## src/inc/gfm_pkg.sv

```systemverilog
// constants, types and function tables for the pin 4 to 7 function selector
//
// Functional notes
// - start-up flag hands pin 4 to detection
// - no override, enable low: pin high-impedance, readable
// - pin 4 mode table, code 101 not inverted
// - pins usable as converter inputs via channel field
// - pin 4 is open drain, pulls low only
// - master role gives pin 5 slave control
// - external system loop 1 drives pin 5
// - pin 5 mode table, upper codes inverted
// - pin 5 push-pull, drives both levels
// - standby or switch 1 enable owns pin 6
// - switch 1 enable forces pin 6 enable low
// - pin 6 mode table
// - pins 6 and 7 push-pull outputs
// - switch 2 enable owns pin 7, forces enable low
// - pin 7 mode table
package gfm_pkg;

	// apb register byte offsets
	localparam logic [7:0] OUT_ENABLE_OFS  = 8'h00;
	localparam logic [7:0] OUT_DATA_OFS    = 8'h04;
	localparam logic [7:0] MODE_OFS        = 8'h08;
	localparam logic [7:0] CONVERTER_OFS   = 8'h0C;
	localparam logic [7:0] PIN_STATUS_OFS  = 8'h10;

	// field positions
	localparam int        MODE_W          = 3;
	localparam int        CHAN_W          = 5;
	localparam int        CONV_START_BIT  = 8;
	localparam int        STAT_OE_LSB     = 4;
	localparam int        STAT_SW_LSB     = 8;
	localparam int        STAT_START_BIT  = 10;

	// reset values
	localparam logic [3:0]  OUT_ENABLE_RST = 4'h0;
	localparam logic [3:0]  OUT_DATA_RST   = 4'h0;
	localparam logic [11:0] MODE_RST       = 12'h000;
	localparam logic [4:0]  CHAN_RST       = 5'h00;

	// per-code source index (two bits per code, code 0 lowest), inversion and disable masks
	localparam logic [15:0] PIN4_SEL = 16'hE4E4;
	localparam logic [7:0]  PIN4_INV = 8'hD0;
	localparam logic [7:0]  PIN4_OFF = 8'h00;
	localparam logic [15:0] PIN5_SEL = 16'hE4E4;
	localparam logic [7:0]  PIN5_INV = 8'hF0;
	localparam logic [7:0]  PIN5_OFF = 8'h00;
	localparam logic [15:0] PIN67_SEL = 16'hC9E4;
	localparam logic [7:0]  PIN67_INV = 8'hB0;
	localparam logic [7:0]  PIN67_OFF = 8'h40;

	// override conditions from the rest of the device
	typedef struct packed {
		logic       startupActive;
		logic       masterRole;
		logic       lowPowerStandby;
		logic       loopOneSystemFlag;
		logic       loopOneBridge3SideA;
		logic       loopOneBridge3SideB;
		logic [1:0] lowVoltageSwitchEnable;
	} gfm_ovr_s;

	// function sources from the rest of the device
	typedef struct packed {
		logic interruptOut;
		logic auxPwmOne;
		logic auxPwmTwo;
		logic auxPwmThree;
		logic comparatorOneOutput;
		logic comparatorTwoOutput;
		logic regulatorLoopOneOutput;
		logic converterEventOutput;
		logic slaveControl;
	} gfm_src_s;

endpackage

```

## src/logic/gfm_mode_mux.sv

```systemverilog
// mode-code decoder for one pin: source pick, inversion and disable
`timescale 1ns/1ps
module gfm_mode_mux #(
	parameter logic [15:0] SEL = 16'hE4E4,
	parameter logic [7:0]  INV = 8'h00,
	parameter logic [7:0]  OFF = 8'h00
) (
	// selection
	input  wire logic [3:0] sources,
	input  wire logic [2:0] mode,
	// result
	output logic            level,
	output logic            drive
);

	logic [1:0] pick;

	always_comb
	begin
		pick  = SEL[{mode, 1'b0} +: 2];
		level = sources[pick] ^ INV[mode];
		drive = ~OFF[mode];
	end

endmodule

```

## src/logic/gfm_pin_function_mux.sv

```systemverilog
// function selection for pins 4 to 7 with apb register access
`timescale 1ns/1ps
module gfm_pin_function_mux (
	// clock and reset
	input  wire logic              clk,
	input  wire logic              sys_rst,
	// apb slave
	input  wire logic              psel,
	input  wire logic              penable,
	input  wire logic              pwrite,
	input  wire logic [7:0]        paddr,
	input  wire logic [31:0]       pwdata,
	output logic                   pready,
	output logic      [31:0]       prdata,
	output logic                   pslverr,
	// device state and sources
	input  wire gfm_pkg::gfm_ovr_s sysOvr,
	input  wire gfm_pkg::gfm_src_s funcSrc,
	// pins, index 0 is pin 4
	input  wire logic [3:0]        pinIn,
	output logic      [3:0]        pinOut,
	output logic      [3:0]        pinOe,
	// to other units
	output logic                   startupDetectLevel,
	output logic      [1:0]        lowVoltageSwitchOn,
	output logic      [4:0]        converterChannelSelect,
	output logic                   converterStart
);

	logic [3:0]  pinOutputEnableReg;
	logic [3:0]  outDataReg;
	logic [11:0] modeReg;
	logic [3:0]  pinLevel;
	logic [3:0]  muxLevel;
	logic [3:0]  muxDrive;
	logic [3:0]  pinOutNext;
	logic [3:0]  pinOeNext;
	logic [1:0]  switchOnNext;
	logic        loopExternal;
	logic        wrStrobe;
	logic [31:0] rdNext;
	logic        addrHit;

	////////////////////////////////////////////////////////////////
	// apb slave: one wait-free access cycle

	assign wrStrobe = psel & penable & pwrite & pready;

	always_comb
	begin
		addrHit = 1'b1;
		rdNext  = 32'h0000_0000;
		case (paddr)
			gfm_pkg::OUT_ENABLE_OFS: rdNext[3:0] = pinOutputEnableReg;
			gfm_pkg::OUT_DATA_OFS:   rdNext[3:0] = outDataReg;
			gfm_pkg::MODE_OFS:       rdNext[11:0] = modeReg;
			gfm_pkg::CONVERTER_OFS:  rdNext[gfm_pkg::CHAN_W-1:0] = converterChannelSelect;
			gfm_pkg::PIN_STATUS_OFS:
			begin
				rdNext[3:0] = pinLevel;
				rdNext[gfm_pkg::STAT_OE_LSB +: 4] = pinOe;
				rdNext[gfm_pkg::STAT_SW_LSB +: 2] = lowVoltageSwitchOn;
				rdNext[gfm_pkg::STAT_START_BIT] = sysOvr.startupActive;
			end
			default: addrHit = 1'b0;
		endcase
	end

	always_ff @(posedge clk)
	begin
		if (sys_rst)
		begin
			pready  <= 1'b0;
			prdata  <= 32'h0000_0000;
			pslverr <= 1'b0;
		end
		else
		begin
			pready  <= psel & ~penable;
			pslverr <= psel & ~penable & ~addrHit;
			if (psel & ~penable & ~pwrite)
			begin
				prdata <= rdNext;
			end
		end
	end

	////////////////////////////////////////////////////////////////
	// control registers

	always_ff @(posedge clk)
	begin
		if (sys_rst)
		begin
			pinOutputEnableReg <= gfm_pkg::OUT_ENABLE_RST;
		end
		else
		begin
			if (wrStrobe && paddr == gfm_pkg::OUT_ENABLE_OFS)
			begin
				pinOutputEnableReg <= pwdata[3:0];
			end
			if (sysOvr.lowVoltageSwitchEnable[0])
			begin
				pinOutputEnableReg[2] <= 1'b0;
			end
			if (sysOvr.lowVoltageSwitchEnable[1])
			begin
				pinOutputEnableReg[3] <= 1'b0;
			end
		end
	end

	always_ff @(posedge clk)
	begin
		if (sys_rst)
		begin
			outDataReg <= gfm_pkg::OUT_DATA_RST;
			modeReg    <= gfm_pkg::MODE_RST;
		end
		else
		begin
			if (wrStrobe && paddr == gfm_pkg::OUT_DATA_OFS)
			begin
				outDataReg <= pwdata[3:0];
			end
			if (wrStrobe && paddr == gfm_pkg::MODE_OFS)
			begin
				modeReg <= pwdata[11:0];
			end
		end
	end

	// converter channel and one-cycle start pulse
	always_ff @(posedge clk)
	begin
		if (sys_rst)
		begin
			converterChannelSelect <= gfm_pkg::CHAN_RST;
			converterStart         <= 1'b0;
		end
		else
		begin
			converterStart <= 1'b0;
			if (wrStrobe && paddr == gfm_pkg::CONVERTER_OFS)
			begin
				converterChannelSelect <= pwdata[gfm_pkg::CHAN_W-1:0];
				converterStart         <= pwdata[gfm_pkg::CONV_START_BIT];
			end
		end
	end

	////////////////////////////////////////////////////////////////
	// pin level capture and mode decoders

	gfm_sync2 #(
		.W (4)
	) u_pin_sync (
		.clk     (clk),
		.sys_rst (sys_rst),
		.asyncIn (pinIn),
		.syncOut (pinLevel)
	);

	gfm_mode_mux #(
		.SEL (gfm_pkg::PIN4_SEL),
		.INV (gfm_pkg::PIN4_INV),
		.OFF (gfm_pkg::PIN4_OFF)
	) u_mux4 (
		.sources ({funcSrc.auxPwmThree, funcSrc.auxPwmOne, funcSrc.interruptOut, outDataReg[0]}),
		.mode    (modeReg[2:0]),
		.level   (muxLevel[0]),
		.drive   (muxDrive[0])
	);

	gfm_mode_mux #(
		.SEL (gfm_pkg::PIN5_SEL),
		.INV (gfm_pkg::PIN5_INV),
		.OFF (gfm_pkg::PIN5_OFF)
	) u_mux5 (
		.sources ({funcSrc.auxPwmThree, funcSrc.regulatorLoopOneOutput, funcSrc.comparatorOneOutput,
			outDataReg[1]}),
		.mode    (modeReg[5:3]),
		.level   (muxLevel[1]),
		.drive   (muxDrive[1])
	);

	gfm_mode_mux #(
		.SEL (gfm_pkg::PIN67_SEL),
		.INV (gfm_pkg::PIN67_INV),
		.OFF (gfm_pkg::PIN67_OFF)
	) u_mux6 (
		.sources ({funcSrc.comparatorTwoOutput, funcSrc.auxPwmTwo, funcSrc.converterEventOutput,
			outDataReg[2]}),
		.mode    (modeReg[8:6]),
		.level   (muxLevel[2]),
		.drive   (muxDrive[2])
	);

	gfm_mode_mux #(
		.SEL (gfm_pkg::PIN67_SEL),
		.INV (gfm_pkg::PIN67_INV),
		.OFF (gfm_pkg::PIN67_OFF)
	) u_mux7 (
		.sources ({funcSrc.comparatorOneOutput, funcSrc.auxPwmThree, funcSrc.auxPwmOne, outDataReg[3]}),
		.mode    (modeReg[11:9]),
		.level   (muxLevel[3]),
		.drive   (muxDrive[3])
	);

	////////////////////////////////////////////////////////////////
	// priority of overrides over the mode tables

	assign loopExternal = sysOvr.loopOneSystemFlag & ~sysOvr.loopOneBridge3SideA & ~sysOvr.loopOneBridge3SideB;

	always_comb
	begin
		pinOutNext   = 4'h0;
		pinOeNext    = 4'h0;
		switchOnNext = 2'h0;
		// pin 4: open drain, output level is always low
		if (sysOvr.startupActive)
		begin
			pinOeNext[0] = 1'b0;
		end
		else if (pinOutputEnableReg[0] & muxDrive[0])
		begin
			pinOeNext[0] = ~muxLevel[0];
		end
		// pin 5: push-pull
		if (sysOvr.masterRole)
		begin
			pinOutNext[1] = funcSrc.slaveControl;
			pinOeNext[1]  = 1'b1;
		end
		else if (loopExternal)
		begin
			pinOutNext[1] = funcSrc.regulatorLoopOneOutput;
			pinOeNext[1]  = 1'b1;
		end
		else if (pinOutputEnableReg[1] & muxDrive[1])
		begin
			pinOutNext[1] = muxLevel[1];
			pinOeNext[1]  = 1'b1;
		end
		// pin 6: push-pull
		if (sysOvr.lowPowerStandby | sysOvr.lowVoltageSwitchEnable[0])
		begin
			switchOnNext[0] = 1'b1;
		end
		else if (pinOutputEnableReg[2] & muxDrive[2])
		begin
			pinOutNext[2] = muxLevel[2];
			pinOeNext[2]  = 1'b1;
		end
		// pin 7: push-pull
		if (sysOvr.lowVoltageSwitchEnable[1])
		begin
			switchOnNext[1] = 1'b1;
		end
		else if (pinOutputEnableReg[3] & muxDrive[3])
		begin
			pinOutNext[3] = muxLevel[3];
			pinOeNext[3]  = 1'b1;
		end
	end

	always_ff @(posedge clk)
	begin
		if (sys_rst)
		begin
			pinOut             <= 4'h0;
			pinOe              <= 4'h0;
			lowVoltageSwitchOn <= 2'h0;
			startupDetectLevel <= 1'b0;
		end
		else
		begin
			pinOut             <= pinOutNext;
			pinOe              <= pinOeNext;
			lowVoltageSwitchOn <= switchOnNext;
			startupDetectLevel <= sysOvr.startupActive & pinLevel[0];
		end
	end
endmodule

```

## src/logic/gfm_sync2.sv

```systemverilog
// two-stage synchroniser for pin levels
`timescale 1ns/1ps
module gfm_sync2 #(
	parameter int W = 4
) (
	// clock and reset
	input  wire logic         clk,
	input  wire logic         sys_rst,
	// data
	input  wire logic [W-1:0] asyncIn,
	output logic      [W-1:0] syncOut
);

	logic [W-1:0] stageOneReg;

	always_ff @(posedge clk)
	begin
		if (sys_rst)
		begin
			stageOneReg <= '0;
			syncOut     <= '0;
		end
		else
		begin
			stageOneReg <= asyncIn;
			syncOut     <= stageOneReg;
		end
	end

endmodule

```

## config.mk

```make
export PLATFORM = sky130hd
export DESIGN_NAME = gfm_pin_function_mux
export DESIGN_NICKNAME = d
export VERILOG_FILES = /design/src/inc/gfm_pkg.sv /design/src/logic/gfm_mode_mux.sv /design/src/logic/gfm_pin_function_mux.sv /design/src/logic/gfm_sync2.sv
export SDC_FILE = /design/constraint.sdc
export NUM_CORES = 1
export LEC_CHECK = 0
export ABC_AREA = 1
export BUFFER_PORTS_ARGS = -buffer_cell sky130_fd_sc_hd__buf_2
export CORE_UTILIZATION = 40
export CTS_CLUSTER_DIAMETER = 200
export CTS_CLUSTER_SIZE = 28
export DETAILED_ROUTE_END_ITERATION = 8
export PLACE_DENSITY_LB_ADDON = 0.12
export SETUP_SLACK_MARGIN = 0.3
export SYNTH_ARGS = -nofsm -noshare
export SYNTH_HDL_FRONTEND = slang
export SYNTH_SLANG_ARGS = --single-unit
```

## constraint.sdc

```tcl
create_clock -name clk -period 1.1 [get_ports clk]
set_input_delay 0.11 -clock clk [delete_from_list [all_inputs] [get_ports clk]]
set_output_delay 0.11 -clock clk [all_outputs]
set_load 0.03 [all_outputs]
```

# Word level (Yosys, flattened, before mapping)
# Memory sizes are Yosys's and may differ from the RTL's. A register that Yosys moved wholly into a read port is not among the register bits.
# Index checks and enable logic that the tools add are counted.
[totals]
regBits = 59
mem_bits_ro = 64
input_bits = 66
output_inout_bits = 51
elab_cells = 138
memories = 8
[classes]
n_lt_le_gt_ge = 8
eq_ne = 4
shift = 4
n_mux = 47
bitwise = 32
n_reduce_logical = 13
[mem_list]
columns = ["memory", "words", "width", "read_ports", "rd_ports_with_merged_regs", "wr", "line_no", "source"]
rows = [
  ["(name not given)", 8, 1, 1, 1, 0, "gfm_mode_mux.sv:21", "level = sources[pick] ^ INV[mode];"],
  ["(name not given)", 8, 1, 1, 1, 0, "gfm_mode_mux.sv:22", "drive = ~OFF[mode];"],
  ["(name not given)", 8, 1, 1, 1, 0, "gfm_mode_mux.sv:21", ""],
  ["(name not given)", 8, 1, 1, 1, 0, "gfm_mode_mux.sv:22", ""],
  ["(name not given)", 8, 1, 1, 1, 0, "gfm_mode_mux.sv:22", ""],
  ["(name not given)", 8, 1, 1, 1, 0, "gfm_mode_mux.sv:21", ""],
  ["2 more memories", "-", "-", "-", "-", "-", "-", ""],
]
[op_table]
columns = ["cell", "n"]
rows = [
  ["16-bit by 5-bit variable part select with 2-bit output (first input constant)", 4],
  ["3-bit two-way mux", 16],
  ["1-bit two-way mux", 24],
  ["4-bit one-hot mux with 5 select lines", 1],
  ["8-bit by 4-bit == test with 1-bit output (second input constant)", 2],
  ["3-bit by 4-bit less-than comparator with 1-bit output (second input constant)", 4],
  ["1-bit inverter", 14],
  ["1-bit AND", 13],
  ["2-bit by 3-bit less-than comparator with 1-bit output (second input constant)", 4],
  ["6-bit one-hot mux with 2 select lines", 1],
  ["3-bit OR reduction", 3],
  ["1-bit binary-select mux with 2-bit select", 4],
  ["8-bit by 3-bit == test with 1-bit output (second input constant)", 1],
  ["8-bit by 5-bit == test with 1-bit output (second input constant)", 1],
  ["8-bit logical NOT", 1],
  ["2-bit OR reduction", 4],
  ["5-bit OR reduction", 1],
  ["1-bit logical AND", 4],
  ["1-bit XOR", 4],
  ["1-bit one-hot mux with 3 select lines", 1],
  ["1-bit bitwise OR", 1],
]

# Logic depth before layout (Yosys ltp)
[depth]
word_depth = 7
ltp_mapped = 9
depth_no_buf = 9

# By module
# A second synthesis with hierarchy kept.
[hier_totals]
cells_unflattened = 438
area_unflattened_um2 = 2994.1
[modules_own_cells]
columns = ["mod", "n_inst", "cells_per_inst", "area_per_inst_um2", "seq_area_each_um2"]
rows = [
  ["gfm_pin_function_mux", 1, 322, 2323.5, 1001.0],
  ["gfm_mode_mux at u_mux6 ...", 2, 30, 143.9, 0.0],
  ["gfm_sync2", 1, 25, 231.5, 160.2],
  ["gfm_mode_mux at u_mux4", 1, 16, 82.6, 0.0],
  ["gfm_mode_mux at u_mux5", 1, 15, 68.8, 0.0],
]

# Worst setup path before layout
# OpenSTA, ideal clock, no wires.
[synth_timing]
path_kind = "register to register"
from = "register pready"
to = "register pinOutputEnableReg[1]"
setup_time_ps = 121
arrival_ps = 1344
t_required_ps = 979
setup_slack_ps = -365
path_stages_with_launch = 7
path_buffers = 1
period_less_slack_ps = 1465
cell_sequence = "dfxtp_1 > nand2_1 > nor2_2 > buf_2 > nand2_1 > o21ai_0 > a21oi_1"
[synth_via]
elab_chain_cells = 2
[synth_rtl]
columns = ["item", "line_no", "source"]
rows = [
  ["start, declared", "gfm_pin_function_mux.sv:13", "output logic pready,"],
  ["start signal, assigned", "gfm_pin_function_mux.sv:79", "pready <= psel & ~penable;"],
  ["1-bit AND", "gfm_pin_function_mux.sv:47", "assign wrStrobe = psel & penable & pwrite & pready;"],
  ["1-bit logical AND", "gfm_pin_function_mux.sv:99", "if (wrStrobe && paddr == gfm_pkg::OUT_ENABLE_OFS)"],
  ["end signal, assigned", "gfm_pin_function_mux.sv:95", "pinOutputEnableReg <= gfm_pkg::OUT_ENABLE_RST;"],
  ["end signal, assigned", "gfm_pin_function_mux.sv:101", "pinOutputEnableReg <= pwdata[3:0];"],
  ["end, declared", "gfm_pin_function_mux.sv:30", "logic [3:0] pinOutputEnableReg;"],
]
# No other way between the ends.
# A chain may end at the register's enable or synchronous reset.

# Worst setup path in the final report
[layout_timing]
from = "register pready"
to = "register converterChannelSelect[4]"
[layout_via]
elab_chain_cells = 2
[layout_rtl]
columns = ["item", "line_no", "source"]
rows = [
  ["1-bit AND", "gfm_pin_function_mux.sv:47", ""],
  ["1-bit logical AND", "gfm_pin_function_mux.sv:145", "if (wrStrobe && paddr == gfm_pkg::CONVERTER_OFS)"],
  ["end signal, assigned", "gfm_pin_function_mux.sv:139", "converterChannelSelect <= gfm_pkg::CHAN_RST;"],
  ["end signal, assigned", "gfm_pin_function_mux.sv:147", "converterChannelSelect <= pwdata[gfm_pkg::CHAN_W-1:0];"],
  ["end, declared", "gfm_pin_function_mux.sv:26", "output logic [4:0] converterChannelSelect,"],
]
# No other way between the ends.

==> summary.txt <==
Timing
  – Tmin final: 1.26 ns
  – FMAX: 792 MHz
  – Setup TNS: -3.16 ns
  – Final worst slack: -0.162 ns
  – Tcrit/Tclk final: 1.15
  – Final setup fails: 32
  – RSZ-0062 raised after global routing: true
  – Setup Skew: 0.00644 ns
  – Final Hold Fails: 0
  – Max-slew violation count: 0

Global route
  – GRT Total Usage: 0.235
  – Largest net degree at the start of global routing: 36
  – Initial antenna violation count: 0
  – Grt total ovfl: 0
  – First-pass GRT wire length: 13700 um
  – Vias in the first global route: 2923

Setup path
  – Worst R2R End: converterChannelSelect[4]
  – R2R Setup Slk: -0.16 ns
  – Reg2reg path depth: 6
  – R2R Path Start: pready
  – Startpoint types: register
  – Worst path required time: 1.38 ns
  – CP arrival: 1.54 ns
  – Critical path class: reg2reg
  – Critical path fanouts, max: 5
  – CP Capture Type: register

Min path
  – Hold Path Sink: pinOutputEnableReg[2]
  – Worst Hold Class: in2reg
  – Hold Path Cell Cnt: 4
  – Hold Startpoint: sysOvr[0]

Placed design
  – Post-DP HPWL: 5720 um
  – DP Worst Slack: -0.206 ns
  – Placed cell count: 608
  – Buffers on Ports: 75
  – GPL Wtd Cong: 0.796

Synth
  – Post-synth EDFFs: 0
  – Post-synth top cells: nand2_1 (73), inv_1 (68), dfxtp_1 (64), nand3_1 (47), nor2_1 (38)
  – Yosys top cell by area: dfxtp_1
  – Sequential share of the synthesized area: 0.432
  – Yosys cell types: 27
  – Syn Area/Cell: 7.04 um^2
  – Number of synthesized register bits: 64
  – Most common cell in the netlist: nand2_1
  – Top_reg_cell synth: dfxtp_1
  – Synth Cell Area: 2970 um^2
  – Syn. warnings: 0
  – Share of the synthesized area in the top cell type: 0.432
  – Ranking of synthesized cells by area: dfxtp_1 (43%), nand2_1 (9.2%), inv_1 (8.6%), nand3_1 (7.9%), a21oi_1 (5.9%)
  – Syn Inst Count: 422
  – Ys async rst share: 0

Route
  – Initial DRC Count: 123
  – Final ANT Viol Nets: 0
  – DRT Pass-1 Iters: 6
  – DR DRC count: 0
  – Vias post-DR: 3106
  – Number of vias per cell: 4.76
  – Routed length per placed instance: 13.3 um
  – Final WL: 8700 um

Final layout
  – Layout cells sized above 1: 0.504
  – Ant diodes: 0
  – Area Growth Syn to Fin: 60.3%
  – Core Util, Final: 0.660
  – Final #Nets: 615
  – Non-filler cells, final: 653
  – # fillers: 631

Floorplan
  – FP Rows: 31
  – Die area: 7770 um^2
  – Die width: 88.2 um
  – Initial core utilization: 0.412
  – Die height: 88.2 um
  – Number of I/O pins: 117
  – Core Box Area: 7210 um^2

Clock network
  – Total CTS buffers: 9
  – Clock root cell: clkbuf_8
  – Sink Count: 64
  – CTS Buffer Depth: 2
  – H-tree levels: 3
  – CTS clk-pin slew, worst paths: 0.08 ns
  – Worst skew pair latency: 0.34 ns
  – TritonCTS clock tree: done

Status
  – Run status: complete, but fails checks
  – Failing checks: negative setup slack

Power and ir drop
  – PwrDens: 1160 nW/um^2
  – Max VDD drop: 0.787 mV
  – Lkg Pwr: 2.28 nW
  – Design Power: 5.52 mW

Run
  – Maxcap violations: 0
## worst max-delay path by stage
stage                        start                        end  slack [ns]  cells past startpoint
final                       pready  converterChannelSelect[4]       -0.16                      6
after global routing        pready              outDataReg[1]       -0.24                      6
after CTS                   pready  converterChannelSelect[4]       -0.14                      6
after detailed placement  paddr[1]                   register       -0.21                      9
after global placement    paddr[1]                   register       -0.19                      9
after floorplan             pready  converterChannelSelect[4]       -0.08                      7
## per-layer routing
metal / GRT usage / vias up / share of wire
li1: - / 1555 / -
met1: 0.303 / 1447 / 0.45
met2: 0.399 / 97 / 0.48
met3: 0.0377 / 7 / 0.059
met4: 0.0792 / 0 / 0.011
met5: 0 / - / 0
## sequential cells by signal, indices dropped and copies added (netlist names), 4 cells and up, named ones only
| name | cells |
|---|---|
| modeReg | 12 |
| prdata | 12 |
| converterChannelSelect | 5 |
| outDataReg | 4 |
| pinOe | 4 |
| pinOutputEnableReg | 4 |
| u_pin_sync.stageOneReg | 4 |
| u_pin_sync.syncOut | 4 |
## stage by stage
stage	hold slack, ns	cell area [um^2]
final	0.0155	4760
after global routing	0.0272	4760
after CTS	0.00627	4510
after detailed placement	0.324	3670
after global placement	0.307	3670
after floorplan	0.198	3200
## worst max-delay path, cell delays in order (launching register included)
cell	delay [ns]
dfxtp_4	0.36
nand2_4	0.05
nor2_4	0.20
inv_2	0.12
nor2_2	0.26
o21ai_0	0.11
nor2_1	0.10
## final cells by class
type                            count  area (um^2)  area share
Clock buffer                        9          124      0.0260
Clock inverter                      7          120      0.0252
Inverter                           71          277      0.0581
Multi-Input combinational cell    275         1670       0.350
Sequential cell                    64         1350       0.283
Tap cell                           99          124      0.0260
Timing Repair Buffer              128         1100       0.231
## cells in the final DEF (no fill, tap or decap), types with 7 or more instances in the layout
master and instances:
a21oi_1 26, a21oi_2 9, buf_2 42, buf_4 33, buf_6 43, clkbuf_8 9
conb_1 21, dfxtp_1 25, dfxtp_2 32, dfxtp_4 7, inv_1 59, inv_2 8
nand2_1 45, nand2_2 23, nand3_1 23, nand3_2 23, nor2_1 33, nor2_2 7
nor2_4 10, o21ai_0 11, o21ai_1 11
## report_power, final
part / internal (mW) / switching, mW
sequential: 2.35 / 0.0275
clock: 1.51 / 0.999
combinational: 0.243 / 0.387
## logic make-up (layout without fill, tap and decap cells)
kind of cell | Yosys count | count (layout) | share of synthesized area
and+or+nand+nor | 179 | 180 | 0.271
buffers and inverters | 104 | 215 | 0.162
AOI/OAI and AO/OA | 74 | 74 | 0.134
DFF | 64 | 64 | 0.432
other | 1 | 21 | 0.00126
## timing repair
item | in CTS | in global routing
hold endpoints to repair | 4 | 0
resized for setup | 156 | 40
hold buffers | 4 | 0
cloned | 2 | 0
buffers inserted | 10 | 13
pin swaps | 46 | 33
setup endpoints to repair | 79 | 80
(Power assumes the default switching activity.)
